### config.mk
export PLATFORM = sky130hd
export DESIGN_NAME = tmc_timer3
export DESIGN_NICKNAME = d
export VERILOG_FILES = /design/src/inc/tmc_pkg.sv /design/src/inc/tmc_src_if.sv /design/src/rtl/tmc_clk_src.sv /design/src/rtl/tmc_timer3.sv
export SDC_FILE = /design/constraint.sdc
export NUM_CORES = 1
export LEC_CHECK = 0
export ABC_CLOCK_PERIOD_IN_PS = 2270
export BUFFER_PORTS_ARGS = -buffer_cell sky130_fd_sc_hd__buf_4
export CAP_MARGIN = 15
export CORE_ASPECT_RATIO = 0.7
export CORE_UTILIZATION = 35
export DETAILED_ROUTE_END_ITERATION = 6
export PLACE_DENSITY = 0.62
export SYNTH_ARGS = -nofsm -noshare
export SYNTH_HDL_FRONTEND = slang
export SYNTH_HIERARCHICAL = 1
export SYNTH_SLANG_ARGS = --single-unit
### constraint.sdc
create_clock -name i_core_clk -period 2.27 [get_ports i_core_clk]
set_input_delay 0.454 -clock i_core_clk [delete_from_list [all_inputs] [get_ports i_core_clk]]
set_output_delay 0.454 -clock i_core_clk [all_outputs]
set_load 0.005 [all_outputs]
### src/inc/tmc_pkg.sv
// constants of the timer 3 control block: sfr addresses, control bit positions, reset values, dividers
// assumes an 8-bit sfr bus clocked by the core clock
package tmc_pkg;
   localparam logic [7:0] ADDR_CONTROL = 8'h91;
   localparam logic [7:0] ADDR_RELOAD_LOW = 8'h92;
   localparam logic [7:0] ADDR_RELOAD_HIGH = 8'h93;
   localparam logic [7:0] ADDR_COUNT_LOW = 8'h94;
   localparam logic [7:0] ADDR_COUNT_HIGH = 8'h95;

   localparam int BIT_HIGH_OVF = 7;
   localparam int BIT_LOW_OVF = 6;
   localparam int BIT_LOW_IRQ_EN = 5;
   localparam int BIT_CAPTURE_EN = 4;
   localparam int BIT_SPLIT = 3;
   localparam int BIT_RUN = 2;
   localparam int BIT_SRC_MSB = 1;
   localparam int BIT_SRC_LSB = 0;

   localparam logic [7:0] CONTROL_RESET = 8'h00;
   localparam logic [7:0] BYTE_RESET = 8'h00;
   localparam logic [7:0] BYTE_MAX = 8'hff;

   localparam int SYS_DIV = 12;
   localparam int OSC_DIV = 8;

   typedef enum logic [1:0] {
      SRC_SYS12 = 2'b00,
      SRC_OSC8 = 2'b01,
      SRC_SYS12_ALT = 2'b10,
      SRC_CMP = 2'b11
   } tmc_src_t;
endpackage : tmc_pkg

### src/inc/tmc_src_if.sv
// tick carrier between the source selector and the timer core
// assumes both ends run on the core clock
`timescale 1ns/1ps
interface tmc_src_if;
   tmc_pkg::tmc_src_t src_sel;
   logic ext_tick;
   logic cap_tick;
   modport src (input src_sel, output ext_tick, output cap_tick);
   modport core (output src_sel, input ext_tick, input cap_tick);
endinterface : tmc_src_if

### src/rtl/tmc_clk_src.sv
// external clock and capture trigger generator for timer 3
// assumes asynchronous comparator and oscillator pins and one core clock
`timescale 1ns/1ps
module tmc_clk_src #(
   parameter int SYS_DIV = tmc_pkg::SYS_DIV,
   parameter int OSC_DIV = tmc_pkg::OSC_DIV
) (
   input wire logic i_core_clk,
   input wire logic i_rst_n,
   input wire logic i_comparator,
   input wire logic i_ext_osc,
   tmc_src_if.src src
);
   logic [1:0] cmp_sync;
   logic [1:0] osc_sync;
   logic cmp_prev;
   logic osc_prev;
   logic [3:0] sys_cnt;
   logic [3:0] osc_cnt;
   logic cmp_rise;
   logic osc_rise;
   logic sys12_tick;
   logic osc8_tick;

   // two-stage synchronisers, then edge detect on the second stage
   always_ff @(posedge i_core_clk) begin
      if (!i_rst_n) begin
         cmp_sync <= 2'b00;
         osc_sync <= 2'b00;
         cmp_prev <= 1'b0;
         osc_prev <= 1'b0;
      end else begin
         cmp_sync <= {cmp_sync[0], i_comparator};
         osc_sync <= {osc_sync[0], i_ext_osc};
         cmp_prev <= cmp_sync[1];
         osc_prev <= osc_sync[1];
      end
   end

   assign cmp_rise = cmp_sync[1] & ~cmp_prev;
   assign osc_rise = osc_sync[1] & ~osc_prev;

   always_ff @(posedge i_core_clk) begin
      if (!i_rst_n) begin
         sys_cnt <= 4'h0;
      end else if (sys_cnt == 4'(SYS_DIV - 1)) begin
         sys_cnt <= 4'h0;
      end else begin
         sys_cnt <= sys_cnt + 4'h1;
      end
   end

   always_ff @(posedge i_core_clk) begin
      if (!i_rst_n) begin
         osc_cnt <= 4'h0;
      end else if (osc_rise) begin
         osc_cnt <= (osc_cnt == 4'(OSC_DIV - 1)) ? 4'h0 : osc_cnt + 4'h1;
      end
   end

   assign sys12_tick = (sys_cnt == 4'(SYS_DIV - 1));
   assign osc8_tick = osc_rise & (osc_cnt == 4'(OSC_DIV - 1));

   always_comb begin
      case (src.src_sel)
         tmc_pkg::SRC_SYS12: src.ext_tick = sys12_tick;
         tmc_pkg::SRC_OSC8: src.ext_tick = osc8_tick;
         tmc_pkg::SRC_SYS12_ALT: src.ext_tick = sys12_tick;
         tmc_pkg::SRC_CMP: src.ext_tick = cmp_rise;
         default: src.ext_tick = sys12_tick;
      endcase
   end

   // trigger is the oscillator/8 for codes 01 and 11, comparator edge otherwise
   assign src.cap_tick = src.src_sel[0] ? osc8_tick : cmp_rise;

   a_sys12_period: assert property (@(posedge i_core_clk) disable iff (!i_rst_n)
      sys12_tick |=> !sys12_tick [*8])
      else $error("divide-by-12 tick repeated too soon");
endmodule : tmc_clk_src

### src/rtl/tmc_timer3.sv
// timer 3 control logic: control sfr, 16-bit or split counters, reload, capture, overflow flags
// assumes a single-cycle sfr write/read strobe on the core clock and asynchronous source pins
`timescale 1ns/1ps
module tmc_timer3 (
   input wire logic i_core_clk,
   input wire logic i_rst_n,
   input wire logic [7:0] i_sfr_addr,
   input wire logic i_sfr_wr,
   input wire logic i_sfr_rd,
   input wire logic [7:0] i_sfr_wdata,
   output logic [7:0] o_sfr_rdata,
   input wire logic i_high_byte_clock_select,
   input wire logic i_low_byte_clock_select,
   input wire logic i_timer_irq_enable,
   input wire logic i_comparator,
   input wire logic i_ext_osc,
   output logic o_timer_irq
);
   logic [7:0] timer3_control;
   logic [7:0] reload_low_byte;
   logic [7:0] reload_high_byte;
   logic [7:0] count_low_byte;
   logic [7:0] count_high_byte;
   logic [7:0] next_count_low;
   logic [7:0] next_count_high;
   logic high_ovf_set;
   logic low_ovf_set;
   logic tick_low;
   logic tick_high;
   logic split_select;
   logic run_control;
   logic capture_event;
   logic wr_ctrl;
   logic wr_cnt_low;
   logic wr_cnt_high;

   tmc_src_if src_bus ();

   tmc_clk_src u_clk_src (
      .i_core_clk (i_core_clk),
      .i_rst_n (i_rst_n),
      .i_comparator (i_comparator),
      .i_ext_osc (i_ext_osc),
      .src (src_bus.src)
   );

   function automatic logic sfr_hit(input logic [7:0] addr, input logic [7:0] target);
      sfr_hit = (addr == target);
   endfunction : sfr_hit

   assign wr_ctrl = i_sfr_wr & sfr_hit(i_sfr_addr, tmc_pkg::ADDR_CONTROL);
   assign wr_cnt_low = i_sfr_wr & sfr_hit(i_sfr_addr, tmc_pkg::ADDR_COUNT_LOW);
   assign wr_cnt_high = i_sfr_wr & sfr_hit(i_sfr_addr, tmc_pkg::ADDR_COUNT_HIGH);

   assign split_select = timer3_control[tmc_pkg::BIT_SPLIT];
   assign run_control = timer3_control[tmc_pkg::BIT_RUN];
   // one source selection feeds both bytes
   assign src_bus.src_sel = tmc_pkg::tmc_src_t'(timer3_control[tmc_pkg::BIT_SRC_MSB:tmc_pkg::BIT_SRC_LSB]);
   assign tick_low = i_low_byte_clock_select | src_bus.ext_tick;
   assign tick_high = i_high_byte_clock_select | src_bus.ext_tick;
   assign capture_event = timer3_control[tmc_pkg::BIT_CAPTURE_EN] & src_bus.cap_tick;

   // counter next state; 16-bit mode is clocked by the low byte select
   always_comb begin
      next_count_low = count_low_byte;
      next_count_high = count_high_byte;
      high_ovf_set = 1'b0;
      low_ovf_set = 1'b0;
      if (!split_select) begin
         if (run_control && tick_low) begin
            if ({count_high_byte, count_low_byte} == {tmc_pkg::BYTE_MAX, tmc_pkg::BYTE_MAX}) begin
               next_count_low = reload_low_byte;
               next_count_high = reload_high_byte;
               high_ovf_set = 1'b1;
               low_ovf_set = 1'b1;
            end else if (count_low_byte == tmc_pkg::BYTE_MAX) begin
               next_count_low = tmc_pkg::BYTE_RESET;
               next_count_high = count_high_byte + 8'h01;
               low_ovf_set = 1'b1;
            end else begin
               next_count_low = count_low_byte + 8'h01;
            end
         end
      end else begin
         if (tick_low) begin
            if (count_low_byte == tmc_pkg::BYTE_MAX) begin
               next_count_low = reload_low_byte;
               low_ovf_set = 1'b1;
            end else begin
               next_count_low = count_low_byte + 8'h01;
            end
         end
         if (run_control && tick_high) begin
            if (count_high_byte == tmc_pkg::BYTE_MAX) begin
               next_count_high = reload_high_byte;
               high_ovf_set = 1'b1;
            end else begin
               next_count_high = count_high_byte + 8'h01;
            end
         end
      end
      if (capture_event) begin
         high_ovf_set = 1'b1;
      end
   end

   // control register; a hardware set wins over a software clear
   always_ff @(posedge i_core_clk) begin
      if (!i_rst_n) begin
         timer3_control <= tmc_pkg::CONTROL_RESET;
      end else begin
         if (wr_ctrl) begin
            timer3_control <= i_sfr_wdata;
         end
         if (high_ovf_set) begin
            timer3_control[tmc_pkg::BIT_HIGH_OVF] <= 1'b1;
         end
         if (low_ovf_set) begin
            timer3_control[tmc_pkg::BIT_LOW_OVF] <= 1'b1;
         end
      end
   end

   always_ff @(posedge i_core_clk) begin
      if (!i_rst_n) begin
         count_low_byte <= tmc_pkg::BYTE_RESET;
         count_high_byte <= tmc_pkg::BYTE_RESET;
      end else begin
         count_low_byte <= wr_cnt_low ? i_sfr_wdata : next_count_low;
         count_high_byte <= wr_cnt_high ? i_sfr_wdata : next_count_high;
      end
   end

   // capture overrides a software write to the reload bytes in the same cycle
   always_ff @(posedge i_core_clk) begin
      if (!i_rst_n) begin
         reload_low_byte <= tmc_pkg::BYTE_RESET;
         reload_high_byte <= tmc_pkg::BYTE_RESET;
      end else if (capture_event) begin
         reload_low_byte <= count_low_byte;
         reload_high_byte <= count_high_byte;
      end else if (i_sfr_wr) begin
         if (sfr_hit(i_sfr_addr, tmc_pkg::ADDR_RELOAD_LOW)) begin
            reload_low_byte <= i_sfr_wdata;
         end
         if (sfr_hit(i_sfr_addr, tmc_pkg::ADDR_RELOAD_HIGH)) begin
            reload_high_byte <= i_sfr_wdata;
         end
      end
   end

   always_ff @(posedge i_core_clk) begin
      if (!i_rst_n) begin
         o_sfr_rdata <= 8'h00;
      end else if (i_sfr_rd) begin
         case (i_sfr_addr)
            tmc_pkg::ADDR_CONTROL: o_sfr_rdata <= timer3_control;
            tmc_pkg::ADDR_RELOAD_LOW: o_sfr_rdata <= reload_low_byte;
            tmc_pkg::ADDR_RELOAD_HIGH: o_sfr_rdata <= reload_high_byte;
            tmc_pkg::ADDR_COUNT_LOW: o_sfr_rdata <= count_low_byte;
            tmc_pkg::ADDR_COUNT_HIGH: o_sfr_rdata <= count_high_byte;
            default: o_sfr_rdata <= 8'h00;
         endcase
      end
   end

   assign o_timer_irq = i_timer_irq_enable & (timer3_control[tmc_pkg::BIT_HIGH_OVF] |
      (timer3_control[tmc_pkg::BIT_LOW_OVF] & timer3_control[tmc_pkg::BIT_LOW_IRQ_EN]));

   a_wrap_sets_high: assert property (@(posedge i_core_clk) disable iff (!i_rst_n)
      (!split_select && run_control && tick_low && count_low_byte == 8'hff && count_high_byte == 8'hff)
      |=> timer3_control[7])
      else $error("16-bit wrap did not set high flag");

   a_wrap_reloads: assert property (@(posedge i_core_clk) disable iff (!i_rst_n)
      (!split_select && run_control && tick_low && {count_high_byte, count_low_byte} == 16'hffff
      && !wr_cnt_low && !wr_cnt_high)
      |=> {count_high_byte, count_low_byte} == $past({reload_high_byte, reload_low_byte}))
      else $error("16-bit wrap did not load reload value");

   a_high_flag_sticky: assert property (@(posedge i_core_clk) disable iff (!i_rst_n)
      (timer3_control[7] && !wr_ctrl) |=> timer3_control[7])
      else $error("high flag cleared without software write");

   a_low_wrap_flag: assert property (@(posedge i_core_clk) disable iff (!i_rst_n)
      (tick_low && count_low_byte == 8'hff && (split_select || run_control)) |=> timer3_control[6])
      else $error("low byte wrap did not set low flag");

   a_irq_low_byte: assert property (@(posedge i_core_clk) disable iff (!i_rst_n)
      (low_ovf_set && timer3_control[5] && !wr_ctrl && i_timer_irq_enable) |=> (o_timer_irq || !i_timer_irq_enable))
      else $error("low byte overflow gave no interrupt");

   a_irq_high: assert property (@(posedge i_core_clk) disable iff (!i_rst_n)
      $rose(timer3_control[7]) && i_timer_irq_enable |-> o_timer_irq)
      else $error("high flag gave no interrupt");

   a_halt_when_stopped: assert property (@(posedge i_core_clk) disable iff (!i_rst_n)
      (!split_select && !run_control && !wr_cnt_low && !wr_cnt_high)
      |=> (count_low_byte == $past(count_low_byte) && count_high_byte == $past(count_high_byte)))
      else $error("stopped 16-bit timer changed");

   a_split_low_runs: assert property (@(posedge i_core_clk) disable iff (!i_rst_n)
      (split_select && i_low_byte_clock_select && !wr_cnt_low && count_low_byte != 8'hff)
      |=> count_low_byte == $past(count_low_byte) + 8'h01)
      else $error("split low byte did not count");

   a_capture_copy: assert property (@(posedge i_core_clk) disable iff (!i_rst_n)
      capture_event |=> (reload_low_byte == $past(count_low_byte)
      && reload_high_byte == $past(count_high_byte) && timer3_control[7]))
      else $error("capture did not copy count");

   a_reset_clears: assert property (@(posedge i_core_clk)
      !i_rst_n |=> timer3_control == 8'h00)
      else $error("reset left control bits set");
endmodule : tmc_timer3

==> flow_summary.toml <==
[timing]
max_freq_ghz = 0.472
skew_ns = 0.00503
setup_violations = 0
min_period_ns = 2.12
final-hold-violation-count = 0
drv_slew = 0
fin_crit_sh_pct = 93.4
worst_slew_pin_slew_ns = 0.560
maxSlewHeadroom_pct = 61.7

[run_status]
outcome = "finished clean"

[logic_synthesis]
syn_inst = 395
synth_cell_types = 69
ys_seq_area_share_pct = 35.2
synth.area.top_cells = "dfxtp_1 (35%), mux2i_1 (7.1%), a21oi_1 (5.4%), o21ai_0 (4.4%), nand2_1 (2.8%)"
ys_warn_count = 6
syn-cell-area_um2 = 3530
avgSynthCellArea_um2 = 8.93
yosys_register_bits = 62
ys.flop_type = "dfxtp_1"
synth_edf_count = 0
synth_area_leader_cell = "dfxtp_1"
synthArstFlopShare_pct = 0
synthesis.nets = 424
synth_top_area_share_pct = 35.2

[clock_network]
root_buffer = "clkbuf_16"
postCtsSetupBuffers = 0
cts-htree-levels = 3
clk_latency_ns = 0.34
clockBufferDepth = 2
cts_tree = "done"
clkTransAtPathRegs_ns = 0.06
cts.sinks = 62
cts_buffers = 9

[cells_and_area]
nNetsFinal = 461
stdcell_count = 565
n_fill_cell = 983
syn2layout_area_growth_pct = 21.8
antenna_cells = 0
final_layout_size_suffix_gt1_share_pct = 22.2

[critical_path]
end_kind = "register"
rr_worst_depth = 8
crit_end = "count_high_byte[0]"
start_kind = "register"
cp_slowest_cell = "dfxtp_1"
crit_required_ns = 2.53
r2r_end = "count_high_byte[0]"
path_depth = 8
cp_max_fo = 6
path_class = "register to register"
cp_cell_sequence = "ha_2 -> nand3b_4 -> o41a_1 -> mux2i_2 -> o21a_4 -> nand2_2 -> or3_1 -> a31oi_1"
cp.arrival_ns = 2.38
regToRegSetupSlack_ns = 0.15
r2r_start = "u_clk_src/osc_cnt[0]"
crit_family = "compound AO/OA/AOI/OAI gates"
startpoint = "u_clk_src/osc_cnt[0]"
critPathMaxStageDelay_ns = 0.37
crit_buf_inv = 0

[worst_hold_path]
holdCritPathClass = "primary input to register"

[routing]
ant_nets = 0
first_iter_violations = 414
vias = 3339
drt_drc_violations_left = 0
drt_wl_total_um = 11000
drt_pre_antenna_iters = 5
avgViaCountPerCell = 5.91
wire_per_inst_um = 19.5

[floorplan]
dieArea_um2 = 10500
die_h_um = 86.0
io_pins = 34
core.rowCount = 30
start_util_pct = 36.1
core_region_area_um2 = 9760
die_x_um = 122

[flow_run]
max_cap_viol_count = 0

[pwr]
vdd_drop_max_v = 0.000462
p_leak_nw = 1.70
powerDensity_nw_per_um2 = 674
finalPower_mw = 2.90

[place]
dp_cells = 549
dp_hpwl_um = 7910
port_buffers = 33
place_congestion = 0.915

[grt]
antenna_found_initial = 0
track_usage_pct = 22.5
grt_pass1_vias = 3083
grt-ovfl-total = 0
grt_pass1_wl_um = 17600
grt_max_degree = 34
==> area by class of cell <==
| class | instances | area, um^2 | share of cell area [%] |
|---|---|---|---|
| Sequential cell | 62 | 1240 | 28.9 |
| Clock buffer | 9 | 225 | 5.24 |
| Tap cell | 128 | 160 | 3.73 |
| Inverter | 4 | 15.0 | 0.349 |
| Multi-Input combinational cell | 301 | 2130 | 49.5 |
| Timing Repair Buffer | 54 | 405 | 9.44 |
| Clock inverter | 7 | 121 | 2.82 |
==> cells in the final DEF, fill, tap and decap left out, types with 3 or more instances in the layout <==
cell	count
a2111oi_0	3
a211oi_1	6
a21oi_1	38
a222oi_1	5
a22oi_1	5
a31oi_1	6
a32oi_1	5
a41oi_1	3
and2_1	10
and3_1	7
and4_1	3
buf_4	54
bufinv_16	3
clkbuf_16	9
dfxtp_1	62
ha_1	3
mux2_2	3
mux2i_1	24
nand2_1	24
nand2_2	3
nand3_1	18
nand3b_1	8
nand4_1	4
nor2_1	17
nor2b_1	3
nor3_1	9
nor4_1	7
o21a_1	4
o21ai_0	31
xnor2_1	6
==> Yosys cell counts, drive strengths merged, types with 4 or more instances <==
master,instances
a211oi,6
a21oi,38
a221oi,4
a222oi,5
a22oi,5
a31oi,6
a32oi,5
and2,11
and3,7
and4,5
buf,15
clkbuf,13
dfxtp,62
ha,4
mux2,4
mux2i,25
nand2,28
nand3,18
nand3b,9
nand4,4
nor2,17
nor3,9
nor4,8
o21a,6
o21ai,32
xnor2,6
==> kinds of logic (layout without fill, tap and decap cells) <==
kind of cell	after synthesis	after routing	share of synthesized area [%]
xor gates and xnor gates	8	8	1.99
buffers and inverters	32	74	4.97
adders and majority gates	4	4	1.42
DFF	62	62	35.2
muxes	29	29	8.48
and+or+nand+nor	133	133	23.9
AOI/OAI and AO/OA	127	127	24.1
==> metal layers <==
layer | track usage [%] | share of wire [%]
met1 | 32.5 | 48
met2 | 30.3 | 39
met3 | 9.44 | 12
met4 | 5.05 | 0.84
met5 | 0 | 0
==> sequential cells by signal, summed over array words and instances (netlist names), 2 cells and up <==
name,cells
reload_low_byte,8
count_high_byte,8
u_clk_src/sys_cnt,4
u_clk_src/osc_sync,2
timer3_control,8
count_low_byte,8
reload_high_byte,8
o_sfr_rdata,8
u_clk_src/cmp_sync,2
u_clk_src/osc_cnt,4
==> where the power goes <==
group	leakage, nW	switching, mW	internal [mW]	total (mW)
clock network	0.170	0.537	1.08	1.61
logic	1.03	0.0914	0.0721	0.163
registers	0.503	0.0121	1.11	1.12
==> stage by stage <==
| step | util [%] | hold WS, ns | setup WS [ns] | cell area (um^2) | TNS [ns] |
|---|---|---|---|---|---|
| after floorplan | - | 0.412 | 0.0809 | 3530 | 0 |
| after CTS | 43.8 | 0.314 | 0.0843 | 4280 | 0 |
| after global routing | 44.0 | 0.313 | -0.00919 | 4300 | -0.00919 |
| after global placement | 40.3 | 0.415 | 0.138 | 3930 | 0 |
| final | 44.0 | 0.318 | 0.150 | 4300 | 0 |
| after detailed placement | 40.3 | 0.422 | 0.0928 | 3930 | 0 |
==> worst min path at each step <==
stage                                      from               endpoint  slack [ns]  depth (start not counted)
after floorplan           u_clk_src/cmp_sync[0]  u_clk_src/cmp_sync[1]        0.41                          1
after global placement    u_clk_src/osc_sync[0]  u_clk_src/osc_sync[1]        0.42                          1
after detailed placement  u_clk_src/cmp_sync[0]  u_clk_src/cmp_sync[1]        0.42                          1
after CTS                          i_comparator  u_clk_src/cmp_sync[0]        0.31                          2
after global routing               i_comparator  u_clk_src/cmp_sync[0]        0.31                          2
final                              i_comparator  u_clk_src/cmp_sync[0]        0.32                          2
==> what timing repair did <==
item                       in CTS  in global routing
setup endpoints to repair       0                  7
resized for setup               0                  5
hold buffers                    0                  0
No activity file was read; power rests on OpenSTA's default activity.
